==> config.mk <==
export PLATFORM = sky130hd
export DESIGN_NAME = loop_tally
export DESIGN_NICKNAME = d
export VERILOG_FILES = /design/src/shared/loop_tally_pkg.sv /design/src/loop_tally.sv
export SDC_FILE = /design/constraint.sdc
export NUM_CORES = 1
export LEC_CHECK = 0
export ABC_AREA = 1
export BUFFER_PORTS_ARGS = -buffer_cell sky130_fd_sc_hd__buf_4
export CAP_MARGIN = 20
export CORE_UTILIZATION = 30
export CTS_BUF_LIST = sky130_fd_sc_hd__clkbuf_2 sky130_fd_sc_hd__clkbuf_4 sky130_fd_sc_hd__clkbuf_8
export DETAILED_ROUTE_END_ITERATION = 7
export SETUP_SLACK_MARGIN = 0.1
export SYNTH_ARGS = -nofsm -noshare
export SYNTH_HDL_FRONTEND = slang
export SYNTH_SLANG_ARGS = --single-unit
==> constraint.sdc <==
create_clock -name CORE_CLK_IN -period 3.5 [get_ports CORE_CLK_IN]
set_input_delay 0.7 -clock CORE_CLK_IN [delete_from_list [all_inputs] [get_ports CORE_CLK_IN]]
set_output_delay 0.7 -clock CORE_CLK_IN [all_outputs]
set_load 0.01 [all_outputs]
==> src/shared/loop_tally_pkg.sv <==
// Constants and types for the loopback and error tally block
package loop_tally_pkg;
  // Register offsets
  localparam logic [3:0] ADDR_TX_CONFIG    = 4'h0;
  localparam logic [3:0] ADDR_TX_COUNT_LO  = 4'h1;
  localparam logic [3:0] ADDR_TX_COUNT_HI  = 4'h2;
  localparam logic [3:0] ADDR_CMD          = 4'h3;
  localparam logic [3:0] ADDR_TX_STATUS    = 4'h4;
  localparam logic [3:0] ADDR_RX_STATUS    = 4'h5;
  localparam logic [3:0] ADDR_INT_STATUS   = 4'h6;
  localparam logic [3:0] ADDR_CRC_TALLY    = 4'h7;
  localparam logic [3:0] ADDR_ALIGN_TALLY  = 4'h8;
  localparam logic [3:0] ADDR_MISS_TALLY   = 4'h9;
  localparam logic [3:0] ADDR_FIFO_PORT    = 4'hA;
  localparam logic [3:0] ADDR_RX_COUNT     = 4'hB;
  localparam logic [3:0] ADDR_THRESHOLD    = 4'hC;
  // Transmit config fields
  localparam int         CFG_CRC_INHIBIT   = 0;
  localparam int         CFG_LOOP_LO       = 1;
  localparam int         CFG_LOOP_HI       = 2;
  // Loop select codes
  localparam logic [1:0] LOOP_NONE         = 2'h0;
  localparam logic [1:0] LOOP_INTERNAL     = 2'h1;
  localparam logic [1:0] LOOP_ENCODER      = 2'h2;
  localparam logic [1:0] LOOP_CABLE        = 2'h3;
  // Status bit positions
  localparam int         TXS_DONE          = 0;
  localparam int         TXS_COLLIDED      = 1;
  localparam int         TXS_DEFERRED      = 2;
  localparam int         TXS_CARRIER_LOST  = 4;
  localparam int         TXS_HEARTBEAT     = 6;
  localparam int         RXS_INTACT        = 0;
  localparam int         RXS_CRC_ERR       = 1;
  localparam int         RXS_ALIGN_ERR     = 2;
  localparam int         RXS_MULTICAST     = 5;
  localparam int         INT_PKT_RX        = 0;
  localparam int         INT_PKT_TX        = 1;
  localparam int         INT_TX_ERR        = 3;
  // Framing figures
  localparam int         PREAMBLE_BITS     = 56;
  localparam int         SYNC_BITS         = 8;
  localparam int         PREAMBLE_BYTES    = (PREAMBLE_BITS + SYNC_BITS) / 8;
  localparam int         CRC_BYTES         = 4;
  localparam logic [7:0] PREAMBLE_BYTE     = 8'h55;
  localparam logic [7:0] SYNC_BYTE         = 8'hD5;
  localparam logic [7:0] TALLY_LIMIT       = 8'hC0;
  localparam logic [7:0] THRESHOLD_RST     = 8'h04;
  localparam logic [31:0] CRC_POLY         = 32'hEDB8_8320;
  localparam logic [31:0] CRC_RESIDUE      = 32'hDEBB_20E3;

  typedef enum logic [2:0] {
    TX_IDLE  = 3'b000,
    TX_PRE   = 3'b001,
    TX_DATA  = 3'b011,
    TX_CRC   = 3'b010,
    TX_DONE  = 3'b110
  } tx_state_t;

  function automatic logic [31:0] crc_byte(input logic [31:0] c, input logic [7:0] d);
    logic [31:0] r;
    r = c;
    for (int i = 0; i < 8; i++) begin
      r = (r[0] ^ d[i]) ? ((r >> 1) ^ CRC_POLY) : (r >> 1);
    end
    return r;
  endfunction : crc_byte
endpackage : loop_tally_pkg

==> src/loop_tally.sv <==
// Loopback self-test path and network error tally counters
//
// Functional notes
// - Loopback splits FIFO into transmit/receive halves
// - DMA fills transmit half, decrements count
// - Send 56-bit preamble then sync byte
// - CRC inhibit omits CRC, else append four
// - Transmit completion sets packet transmitted flag, except after a cable-loop collision
// - Receiver strips preamble, stores, counts bytes
// - Check CRC only when inhibit bit set
// - End: write count into FIFO, update status
// - CRC/alignment errors only on address match
// - Packet received flag stays zero in loopback
// - Internal loop: carrier and heartbeat lost
// - Encoder loop: heartbeat lost only
// - Cable loop: neither; untransmittable flags error
// - Cable loop obeys deferral and collision
// - Multicast match sets multicast status bit
// - Mismatch with bad CRC reads intact
// - Separate 8-bit CRC and alignment counters
// - Counter MSB raises interrupt request
// - Counters stop at 192
// - Third counter tallies missed packets
// - Transmit status updated after each send
// - FIFO port reads advance read pointer
`timescale 1ns/1ns
module loop_tally
  import loop_tally_pkg::*;
#(
  parameter int FIFO_DEPTH = 16
) (
  input  wire logic       CORE_CLK_IN,      // 100 MHz clock
  input  wire logic       NRST_IN,          // Async reset, active low
  input  wire logic [3:0] ADDR_IN,          // Register address
  input  wire logic [7:0] WDATA_IN,         // Write data
  input  wire logic       WR_IN,            // Write strobe
  input  wire logic       RD_IN,            // Read strobe
  output logic      [7:0] RDATA_OUT,        // Read data, cycle after strobe
  input  wire logic       MEM_VALID_IN,     // Memory byte available
  input  wire logic [7:0] MEM_DATA_IN,      // Memory byte
  output logic            MEM_REQ_OUT,      // DMA fetch request
  input  wire logic       CARRIER_IN,       // Medium busy (cable loop)
  input  wire logic       COLLISION_IN,     // Collision seen (cable loop)
  input  wire logic       HEARTBEAT_IN,     // Heartbeat seen after send
  input  wire logic       ADDR_MATCH_IN,    // Physical address filter hit
  input  wire logic       MCAST_MATCH_IN,   // Multicast filter hit
  input  wire logic       ALIGN_ERR_IN,     // Frame alignment error seen
  input  wire logic       MISSED_IN,        // Packet missed pulse
  output logic            TALLY_IRQ_OUT     // Tally counter MSB set
);
  localparam int HALF = FIFO_DEPTH / 2;
  localparam int PW   = $clog2(HALF);

  // Fill compare pads to eight bits, so depth is capped at 256
  if (FIFO_DEPTH < 4 || FIFO_DEPTH > 256 || (FIFO_DEPTH & (FIFO_DEPTH - 1)) != 0) begin : g_depth_chk
    $error("FIFO_DEPTH must be a power of two from 4 to 256");
  end

  ////////////////////////////////////////////////////////////////////////////
  // Registers
  logic [7:0]  tx_config_ff;
  logic [15:0] tx_count_ff;
  logic [7:0]  threshold_ff;
  logic [7:0]  tx_status_ff;
  logic [7:0]  rx_status_ff;
  logic [7:0]  int_status_ff;
  logic [7:0]  crc_tally_ff;
  logic [7:0]  align_tally_ff;
  logic [7:0]  miss_tally_ff;
  logic [15:0] rx_count_ff;
  logic [1:0]  loop_sel;
  logic        crc_inhibit;
  logic        start_cmd;
  logic        rd_fifo;

  assign loop_sel    = {tx_config_ff[CFG_LOOP_HI], tx_config_ff[CFG_LOOP_LO]};
  assign crc_inhibit = tx_config_ff[CFG_CRC_INHIBIT];
  assign start_cmd   = WR_IN && ADDR_IN == ADDR_CMD && WDATA_IN[0];
  assign rd_fifo     = RD_IN && ADDR_IN == ADDR_FIFO_PORT;

  ////////////////////////////////////////////////////////////////////////////
  // Transmit half of the FIFO
  logic [7:0]    tx_mem [HALF];
  logic [PW-1:0] tx_wp_ff;
  logic [PW-1:0] tx_rp_ff;
  logic [PW:0]   tx_fill_ff;
  logic          fetching_ff;
  logic          tx_push;
  logic          tx_pop;
  tx_state_t     tx_st_ff;
  logic [2:0]    bytecnt_ff;
  logic [31:0]   tx_crc_ff;

  assign tx_push = fetching_ff && MEM_VALID_IN && tx_fill_ff != (PW + 1)'(HALF)
                   && tx_count_ff != 16'h0000;
  assign tx_pop  = tx_st_ff == TX_DATA && tx_fill_ff != '0;

  always_ff @(posedge CORE_CLK_IN or negedge NRST_IN) begin
    if (!NRST_IN) begin
      fetching_ff <= 1'b0;
    end else if (tx_count_ff == 16'h0000 || (tx_push && tx_count_ff == 16'h0001)) begin
      fetching_ff <= 1'b0;
    end else if (tx_fill_ff == (PW + 1)'(HALF) || (tx_push && tx_fill_ff == (PW + 1)'(HALF - 1))) begin
      fetching_ff <= 1'b0;
    end else if (tx_st_ff != TX_IDLE && {{(7 - PW){1'b0}}, tx_fill_ff} < threshold_ff) begin
      fetching_ff <= 1'b1;
    end
  end

  always_ff @(posedge CORE_CLK_IN) begin
    if (tx_push) begin
      tx_mem[tx_wp_ff] <= MEM_DATA_IN;
    end
  end

  always_ff @(posedge CORE_CLK_IN or negedge NRST_IN) begin
    if (!NRST_IN) begin
      tx_wp_ff   <= '0;
      tx_rp_ff   <= '0;
      tx_fill_ff <= '0;
    end else begin
      tx_wp_ff   <= tx_wp_ff + PW'(tx_push);
      tx_rp_ff   <= tx_rp_ff + PW'(tx_pop);
      tx_fill_ff <= tx_fill_ff + (PW + 1)'(tx_push) - (PW + 1)'(tx_pop);
    end
  end

  always_ff @(posedge CORE_CLK_IN or negedge NRST_IN) begin
    if (!NRST_IN) begin
      tx_count_ff <= 16'h0000;
    end else if (WR_IN && ADDR_IN == ADDR_TX_COUNT_LO) begin
      tx_count_ff[7:0] <= WDATA_IN;
    end else if (WR_IN && ADDR_IN == ADDR_TX_COUNT_HI) begin
      tx_count_ff[15:8] <= WDATA_IN;
    end else if (tx_push) begin
      tx_count_ff <= tx_count_ff - 16'h0001;
    end
  end

  ////////////////////////////////////////////////////////////////////////////
  // Serializer side (byte-wide)
  logic [7:0] ser_byte;
  logic       ser_valid;
  logic       ser_sync;
  logic       tx_last;
  logic       cable_busy;

  assign cable_busy = loop_sel == LOOP_CABLE && CARRIER_IN;
  assign tx_last    = tx_count_ff == 16'h0000 && tx_fill_ff == (PW + 1)'(1) && tx_pop;

  always_ff @(posedge CORE_CLK_IN or negedge NRST_IN) begin
    if (!NRST_IN) begin
      tx_st_ff   <= TX_IDLE;
      bytecnt_ff <= '0;
    end else begin
      case (tx_st_ff)
        TX_IDLE: begin
          if (start_cmd && loop_sel != LOOP_NONE) begin
            tx_st_ff   <= TX_PRE;
            bytecnt_ff <= '0;
          end
        end
        TX_PRE: begin
          if (!cable_busy && tx_fill_ff != '0) begin
            bytecnt_ff <= bytecnt_ff + 3'd1;
            if (bytecnt_ff == 3'(PREAMBLE_BYTES - 1)) begin
              tx_st_ff <= TX_DATA;
            end
          end
        end
        TX_DATA: begin
          if (tx_last) begin
            tx_st_ff   <= crc_inhibit ? TX_DONE : TX_CRC;
            bytecnt_ff <= '0;
          end
        end
        TX_CRC: begin
          bytecnt_ff <= bytecnt_ff + 3'd1;
          if (bytecnt_ff == 3'(CRC_BYTES - 1)) begin
            tx_st_ff <= TX_DONE;
          end
        end
        TX_DONE: tx_st_ff <= TX_IDLE;
        default: tx_st_ff <= TX_IDLE;
      endcase
    end
  end

  always_comb begin
    ser_valid = 1'b0;
    ser_sync  = 1'b0;
    ser_byte  = 8'h00;
    case (tx_st_ff)
      TX_PRE: begin
        ser_valid = !cable_busy && tx_fill_ff != '0;
        ser_sync  = bytecnt_ff == 3'(PREAMBLE_BYTES - 1);
        ser_byte  = ser_sync ? SYNC_BYTE : PREAMBLE_BYTE;
      end
      TX_DATA: begin
        ser_valid = tx_pop;
        ser_byte  = tx_mem[tx_rp_ff];
      end
      TX_CRC: begin
        ser_valid = 1'b1;
        ser_byte  = ~tx_crc_ff[8 * bytecnt_ff[1:0] +: 8];
      end
      default: ser_valid = 1'b0;
    endcase
  end

  always_ff @(posedge CORE_CLK_IN or negedge NRST_IN) begin
    if (!NRST_IN) begin
      tx_crc_ff <= 32'hFFFF_FFFF;
    end else if (tx_st_ff == TX_PRE) begin
      tx_crc_ff <= 32'hFFFF_FFFF;
    end else if (tx_pop && !crc_inhibit) begin
      tx_crc_ff <= crc_byte(tx_crc_ff, tx_mem[tx_rp_ff]);
    end
  end

  ////////////////////////////////////////////////////////////////////////////
  // Receive half: deserializer fed straight from serializer
  logic [7:0]    rx_mem [HALF];
  logic [PW-1:0] rx_wp_ff;
  logic [PW-1:0] rx_rp_ff;
  logic          rx_active_ff;
  logic [31:0]   rx_crc_ff;
  logic [1:0]    tail_ff;
  logic          rx_store;
  logic [7:0]    tail_byte;
  logic          tx_end;

  assign tx_end   = tx_st_ff == TX_DONE;
  assign rx_store = rx_active_ff && ser_valid;
  always_comb begin
    case (tail_ff)
      2'd1:    tail_byte = rx_count_ff[7:0];
      default: tail_byte = rx_count_ff[15:8];
    endcase
  end

  always_ff @(posedge CORE_CLK_IN or negedge NRST_IN) begin
    if (!NRST_IN) begin
      rx_active_ff <= 1'b0;
    end else if (tx_end) begin
      rx_active_ff <= 1'b0;
    end else if (ser_valid && ser_sync) begin
      rx_active_ff <= 1'b1;
    end
  end

  // receive half; count written into FIFO
  always_ff @(posedge CORE_CLK_IN) begin
    if (rx_store) begin
      rx_mem[rx_wp_ff] <= ser_byte;
    end else if (tail_ff != 2'd0) begin
      rx_mem[rx_wp_ff] <= tail_byte;
    end
  end

  always_ff @(posedge CORE_CLK_IN or negedge NRST_IN) begin
    if (!NRST_IN) begin
      rx_wp_ff    <= '0;
      rx_count_ff <= 16'h0000;
      rx_crc_ff   <= 32'hFFFF_FFFF;
      tail_ff     <= 2'd0;
    end else if (start_cmd) begin
      rx_wp_ff    <= '0;
      rx_count_ff <= 16'h0000;
      rx_crc_ff   <= 32'hFFFF_FFFF;
    end else if (rx_store) begin
      rx_wp_ff    <= rx_wp_ff + PW'(1);
      rx_count_ff <= rx_count_ff + 16'h0001;
      rx_crc_ff   <= crc_byte(rx_crc_ff, ser_byte);
    end else if (tx_end) begin
      tail_ff <= 2'd1;
    end else if (tail_ff != 2'd0) begin
      rx_wp_ff <= rx_wp_ff + PW'(1);
      tail_ff  <= tail_ff == 2'd3 ? 2'd0 : tail_ff + 2'd1;
    end
  end

  always_ff @(posedge CORE_CLK_IN or negedge NRST_IN) begin
    if (!NRST_IN) begin
      rx_rp_ff <= '0;
    end else if (tx_end) begin
      rx_rp_ff <= rx_wp_ff + PW'(4);
    end else if (rd_fifo) begin
      rx_rp_ff <= rx_rp_ff + PW'(1);
    end
  end

  ////////////////////////////////////////////////////////////////////////////
  // Status
  logic addr_hit;
  logic crc_bad;
  logic rx_fin;
  logic rx_fin_ff;
  logic coll_seen_ff;
  logic hb_seen_ff;
  logic defer_seen_ff;

  assign addr_hit = ADDR_MATCH_IN || MCAST_MATCH_IN;
  // check only when inhibit set, else always flagged
  assign crc_bad  = crc_inhibit ? (rx_crc_ff != CRC_RESIDUE) : 1'b1;
  assign rx_fin   = tail_ff == 2'd3;

  always_ff @(posedge CORE_CLK_IN or negedge NRST_IN) begin
    if (!NRST_IN) begin
      coll_seen_ff  <= 1'b0;
      hb_seen_ff    <= 1'b0;
      defer_seen_ff <= 1'b0;
    end else if (start_cmd) begin
      coll_seen_ff  <= 1'b0;
      hb_seen_ff    <= 1'b0;
      defer_seen_ff <= 1'b0;
    end else if (loop_sel == LOOP_CABLE) begin
      coll_seen_ff  <= coll_seen_ff | (COLLISION_IN && tx_st_ff != TX_IDLE);
      hb_seen_ff    <= hb_seen_ff | HEARTBEAT_IN;
      defer_seen_ff <= defer_seen_ff | cable_busy;
    end else if (loop_sel == LOOP_ENCODER) begin
      hb_seen_ff    <= 1'b0;
    end
  end

  // transmit status per send; carrier and heartbeat
  always_ff @(posedge CORE_CLK_IN or negedge NRST_IN) begin
    if (!NRST_IN) begin
      tx_status_ff <= 8'h00;
    end else if (tx_end) begin
      tx_status_ff                   <= 8'h00;
      tx_status_ff[TXS_DONE]         <= 1'b1;
      // Cable loop: set unless a collision was seen
      tx_status_ff[TXS_COLLIDED]     <= loop_sel != LOOP_CABLE || !coll_seen_ff;
      tx_status_ff[TXS_DEFERRED]     <= defer_seen_ff;
      tx_status_ff[TXS_CARRIER_LOST] <= loop_sel == LOOP_INTERNAL;
      tx_status_ff[TXS_HEARTBEAT]    <= loop_sel != LOOP_CABLE || !hb_seen_ff
                                        && loop_sel != LOOP_CABLE;
    end
  end

  // status update; errors only on match; status codes
  always_ff @(posedge CORE_CLK_IN or negedge NRST_IN) begin
    if (!NRST_IN) begin
      rx_status_ff <= 8'h00;
      rx_fin_ff    <= 1'b0;
    end else begin
      rx_fin_ff <= rx_fin;
      if (rx_fin) begin
        rx_status_ff                <= 8'h00;
        rx_status_ff[RXS_CRC_ERR]   <= addr_hit && crc_bad;
        rx_status_ff[RXS_ALIGN_ERR] <= addr_hit && ALIGN_ERR_IN;
        rx_status_ff[RXS_INTACT]    <= !(addr_hit && (crc_bad || ALIGN_ERR_IN));
        rx_status_ff[RXS_MULTICAST] <= MCAST_MATCH_IN;
      end
    end
  end

  // transmitted flag; received flag held zero; error flag
  always_ff @(posedge CORE_CLK_IN or negedge NRST_IN) begin
    if (!NRST_IN) begin
      int_status_ff <= 8'h00;
    end else begin
      if (WR_IN && ADDR_IN == ADDR_INT_STATUS) begin
        int_status_ff <= int_status_ff & ~WDATA_IN;
      end
      if (tx_end) begin
        int_status_ff[INT_PKT_TX] <= !(coll_seen_ff && loop_sel == LOOP_CABLE);
        int_status_ff[INT_TX_ERR] <= coll_seen_ff && loop_sel == LOOP_CABLE;
      end
      int_status_ff[INT_PKT_RX] <= 1'b0;
    end
  end

  ////////////////////////////////////////////////////////////////////////////
  // Tally counters
  logic crc_ev;
  logic align_ev;

  assign crc_ev   = rx_fin && addr_hit && crc_bad;
  assign align_ev = rx_fin && addr_hit && ALIGN_ERR_IN;

  // separate counters; stop at limit; read clears
  always_ff @(posedge CORE_CLK_IN or negedge NRST_IN) begin
    if (!NRST_IN) begin
      crc_tally_ff <= 8'h00;
    end else if (RD_IN && ADDR_IN == ADDR_CRC_TALLY) begin
      crc_tally_ff <= 8'(crc_ev);
    end else if (crc_ev && crc_tally_ff < TALLY_LIMIT) begin
      crc_tally_ff <= crc_tally_ff + 8'h01;
    end
  end

  always_ff @(posedge CORE_CLK_IN or negedge NRST_IN) begin
    if (!NRST_IN) begin
      align_tally_ff <= 8'h00;
    end else if (RD_IN && ADDR_IN == ADDR_ALIGN_TALLY) begin
      align_tally_ff <= 8'(align_ev);
    end else if (align_ev && align_tally_ff < TALLY_LIMIT) begin
      align_tally_ff <= align_tally_ff + 8'h01;
    end
  end

  always_ff @(posedge CORE_CLK_IN or negedge NRST_IN) begin
    if (!NRST_IN) begin
      miss_tally_ff <= 8'h00;
    end else if (RD_IN && ADDR_IN == ADDR_MISS_TALLY) begin
      miss_tally_ff <= 8'(MISSED_IN);
    end else if (MISSED_IN && miss_tally_ff < TALLY_LIMIT) begin
      miss_tally_ff <= miss_tally_ff + 8'h01;
    end
  end

  always_ff @(posedge CORE_CLK_IN or negedge NRST_IN) begin
    if (!NRST_IN) begin
      TALLY_IRQ_OUT <= 1'b0;
    end else begin
      TALLY_IRQ_OUT <= crc_tally_ff[7] | align_tally_ff[7] | miss_tally_ff[7];
    end
  end

  ////////////////////////////////////////////////////////////////////////////
  // Register bus
  // loop select written by software
  always_ff @(posedge CORE_CLK_IN or negedge NRST_IN) begin
    if (!NRST_IN) begin
      tx_config_ff <= 8'h00;
      threshold_ff <= THRESHOLD_RST;
    end else if (WR_IN && ADDR_IN == ADDR_TX_CONFIG) begin
      tx_config_ff <= WDATA_IN;
    end else if (WR_IN && ADDR_IN == ADDR_THRESHOLD) begin
      threshold_ff <= WDATA_IN;
    end
  end

  always_ff @(posedge CORE_CLK_IN or negedge NRST_IN) begin
    if (!NRST_IN) begin
      MEM_REQ_OUT <= 1'b0;
    end else begin
      MEM_REQ_OUT <= fetching_ff && !tx_push;
    end
  end

  always_ff @(posedge CORE_CLK_IN or negedge NRST_IN) begin
    if (!NRST_IN) begin
      RDATA_OUT <= 8'h00;
    end else if (RD_IN) begin
      case (ADDR_IN)
        ADDR_TX_CONFIG:   RDATA_OUT <= tx_config_ff;
        ADDR_TX_COUNT_LO: RDATA_OUT <= tx_count_ff[7:0];
        ADDR_TX_COUNT_HI: RDATA_OUT <= tx_count_ff[15:8];
        ADDR_TX_STATUS:   RDATA_OUT <= tx_status_ff;
        ADDR_RX_STATUS:   RDATA_OUT <= rx_status_ff;
        ADDR_INT_STATUS:  RDATA_OUT <= int_status_ff;
        ADDR_CRC_TALLY:   RDATA_OUT <= crc_tally_ff;
        ADDR_ALIGN_TALLY: RDATA_OUT <= align_tally_ff;
        ADDR_MISS_TALLY:  RDATA_OUT <= miss_tally_ff;
        ADDR_FIFO_PORT:   RDATA_OUT <= rx_mem[rx_rp_ff];
        ADDR_RX_COUNT:    RDATA_OUT <= rx_count_ff[7:0];
        ADDR_THRESHOLD:   RDATA_OUT <= threshold_ff;
        default:          RDATA_OUT <= 8'h00;
      endcase
    end else begin
      RDATA_OUT <= 8'h00;
    end
  end

  ////////////////////////////////////////////////////////////////////////////
  // Checks
  saturate_stop_a: assert property (@(posedge CORE_CLK_IN) disable iff (!NRST_IN)
    crc_tally_ff <= TALLY_LIMIT && align_tally_ff <= TALLY_LIMIT
    && miss_tally_ff <= TALLY_LIMIT) else $error("tally passed limit");
  rx_flag_zero_a: assert property (@(posedge CORE_CLK_IN) disable iff (!NRST_IN)
    !int_status_ff[INT_PKT_RX]) else $error("received flag set");
  tx_flag_set_a: assert property (@(posedge CORE_CLK_IN) disable iff (!NRST_IN)
    tx_end && loop_sel != LOOP_CABLE |=> int_status_ff[INT_PKT_TX])
    else $error("transmitted flag missing");
  mismatch_clean_a: assert property (@(posedge CORE_CLK_IN) disable iff (!NRST_IN)
    rx_fin && !addr_hit |=> !rx_status_ff[RXS_CRC_ERR] && !rx_status_ff[RXS_ALIGN_ERR])
    else $error("error on mismatch");
  tally_irq_a: assert property (@(posedge CORE_CLK_IN) disable iff (!NRST_IN)
    crc_tally_ff[7] || align_tally_ff[7] || miss_tally_ff[7] |=> TALLY_IRQ_OUT)
    else $error("tally irq missing");
  read_clear_a: assert property (@(posedge CORE_CLK_IN) disable iff (!NRST_IN)
    RD_IN && ADDR_IN == ADDR_MISS_TALLY && !MISSED_IN |=> miss_tally_ff == 8'h00)
    else $error("tally not cleared");
  fill_bound_a: assert property (@(posedge CORE_CLK_IN) disable iff (!NRST_IN)
    tx_fill_ff <= (PW + 1)'(HALF)) else $error("transmit half overfilled");
  count_down_a: assert property (@(posedge CORE_CLK_IN) disable iff (!NRST_IN)
    tx_push |=> tx_count_ff == $past(tx_count_ff) - 16'h0001)
    else $error("count not decremented");
endmodule : loop_tally

==> out/results.tsv <==
metric	value	unit
hold_buffers	0	
skew	0.05068	ns
critical_path_required	4.00	ns
grt_use_met2	26.55	%
start_util	30.49	%
setup_violations	0	
drive_gt1_share	14.14	%
slew_viol_final	0	
syn_avg_cell_area	8.221	sq um
ys_seq_area_share	49.15	%
cp_slowest_cell	dfrtp_1	
syn_area	0.01766	sq mm
placedCellCount	2939	
fin_cells	3035	
antenna_found_initial	0	
worstPathArrival	3.52	ns
cts_htree_levels	2	
io_pins	42	
hpwl	35450	um
post-cts-setup-buffer-count	0	
wire_per_inst	16.23	um
cts-root-buf	clkbuf_8	
slew_headroom	43.49	%
synth.net_count	2209	
die-width	244.6	um
slowest_delay	0.42	ns
grtUsageMet3	2.690	%
leakagePower	9.186	nW
track_usage	16.60	%
clock_path_buffers	3	
yosys_register_bits	318	
rows	88	
hold_path.class	in -> async	
clock-sinks	318	
dr.pass1.iters	5	
power_density	1097	mW/mm^2
status	finished, final reports clean	
hold_slack	0.1122	ns
end_kind	register	
syn_to_final_growth	13.64	%
portBuffers	40	
numCtsBuffers	53	
cts_tree	built	
power	22.02	mW
critPathKind	reg -> reg	
cp_cell_sequence	inv_1 -> ha_1 -> nand2_1 -> nor3_2 -> nand3_1 -> nor2_1 -> nand3_1 -> nand3_2 -> ha_1 -> inv_1 -> ha_1 -> inv_1 -> fa_1 -> xnor2_1	
rsz0062_at_grt	no	
grt_busiest_layer	met2	
die_h	244.6	um
worstSkewPairLatency	0.65	ns
ant_nets	0	
async_reset_ff_share	59.75	%
grt_pass1_wl	78740	um
synth_edf_count	128	
r2r_start	tx_count_ff[0]$_DFFE_PN0P_	
fin_crit	3.022	ns
fin_tns_setup	0	ns
ys_types	58	
crit-reg2reg-capture	tx_fill_ff[2]$_DFF_PN0_	
coreArea	0.05792	sq mm
mostFrequentLayoutCells	nand2_1 (530), inv_1 (310), nand3_1 (180)	
period_share	86.33	%
final_core_util	34.65	%
layout_commonest_cell	nand2_1	
totalWireLength	49270	um
die_area	0.05983	sq mm
max_slew.worst_pin.slew	0.8476	ns
r2r_slack	0.48	ns
cap_viol_max_count	0	
post_drt_via_cell_ratio	4.900	
diodes	0	
netlist_instances	2148	
grt_max_degree	88	
initialDrtViolationCount	1202	
vias	14871	
clk_pin_slew	0.06	ns
rr_worst_depth	14	
startpoint_type	register	
synthFlopType	edfxtp_1	
final_nets	2290	
yosysWarnings	0	
peakVddDrop	0.4071	mV
crit_fanout	4	
grt_pass1_vias	14335	
cp_num_buf_inv	3	
met1_usage	22.52	%
timing.fmax	330.9	MHz
hold_violations	0	
cp_top_family	simple AND/OR/NAND/NOR gates	
grt_overflow	0	
gp_congestion	0.9037	
cts_resized	0	
drc	0	
[layout make-up]
class | instances | area (sq um)
Multi-Input combinational cell | 1453 | 7477
Clock buffer | 78 | 960.9
Tap cell | 765 | 957.2
Clock inverter | 18 | 148.9
Fill cell | 6031 | 37850
Inverter | 324 | 1219
Timing Repair Buffer | 79 | 624.3
Sequential cell | 318 | 8680
[synth_stat cells, types with 6 or more instances]
cell type  count  share of area [%]
ha_1          28                2.0
clkbuf_1      31               0.66
a21oi_1       86                2.4
a221oi_1      16               0.79
nand2_2       16               0.57
inv_1        310                6.6
buf_2          8               0.23
a41oi_1        6               0.30
o211ai_1      12               0.51
dfrtp_1      125                 18
o21ai_1        9               0.26
nor4_1         6               0.21
nor3_1        26               0.74
nand2_1      530                 11
nand3_1      180                5.1
xor2_2         6               0.55
nand4_1        9               0.32
edfxtp_1     128                 22
buf_6          8               0.51
inv_2         13               0.28
xor2_1        51                2.5
o21ai_0      155                4.4
nand2_4        8               0.51
dfstp_2       65                9.7
nor2_1       178                3.8
xnor2_1        6               0.30
or2_2          7               0.25
nor2_2        11               0.39
o22ai_1       44                1.6
[kinds of logic (layout without fill, tap and decap cells)]
family / Yosys count / after routing / share of synthesized area [%]
muxes: 4 / 4 / 0.2268
buffers and inverters: 377 / 499 / 8.531
xor gates and xnor gates: 69 / 69 / 4.188
AOI/OAI and AO/OA: 360 / 360 / 11.71
DFF: 318 / 318 / 49.15
adders and majority gates: 29 / 29 / 2.097
and+or+nand+nor: 991 / 991 / 24.09
[registers in the layout, indices dropped and copies added (netlist names), 4 cells and up]
signal / count
rx_status_ff: 4
crc_tally_ff: 8
rx_count_ff: 16
tx_config_ff: 8
tx_crc_ff: 32
rx_crc_ff: 32
miss_tally_ff: 8
tx_mem: 64
align_tally_ff: 8
tx_status_ff: 5
RDATA_OUT: 8
rx_mem: 64
tx_fill_ff: 4
tx_count_ff: 16
int_status_ff: 7
threshold_ff: 8
[report_power, final]
group | total (mW) | internal [mW] | switching (mW) | leakage (nW)
Combinational | 12.2 | 3.84 | 8.36 | 5.17
Clock | 3.48 | 1.91 | 1.57 | 0.595
Sequential | 6.35 | 5.53 | 0.814 | 3.42
Total | 22.0 | 11.3 | 10.7 | 9.19
[per-stage QoR]
step / worst slack, ns / cell area (sq um)
finish: 0.4783 / 20070
global route: 0.2966 / 20070
CTS: 0.5645 / 20070
detailed placement: 0.6081 / 18960
global placement: 0.6630 / 18960
floorplan: 1.024 / 17660
[worst max-delay path by stage]
stage | from | end | depth (start not counted)
2_1_floorplan | tx_count_ff[0]$_DFFE_PN0P_ | tx_fill_ff[2]$_DFF_PN0_ | 14
3_3_place_gp | tx_count_ff[0]$_DFFE_PN0P_ | tx_fill_ff[1]$_DFF_PN0_ | 14
3_5_place_dp | tx_count_ff[0]$_DFFE_PN0P_ | tx_fill_ff[1]$_DFF_PN0_ | 14
4_1_cts | tx_count_ff[0]$_DFFE_PN0P_ | tx_fill_ff[1]$_DFF_PN0_ | 14
5_1_grt | tx_count_ff[0]$_DFFE_PN0P_ | tx_fill_ff[2]$_DFF_PN0_ | 14
6_report | tx_count_ff[0]$_DFFE_PN0P_ | tx_fill_ff[2]$_DFF_PN0_ | 14
[per-layer routing]
layer  vias to the layer above  routed length, um
met4                         0               1512
met2                       473              22600
li1                       7219                  -
met1                      7071              22250
met5                         -                  0
met3                       108               2917
(Power assumes the default switching activity.)
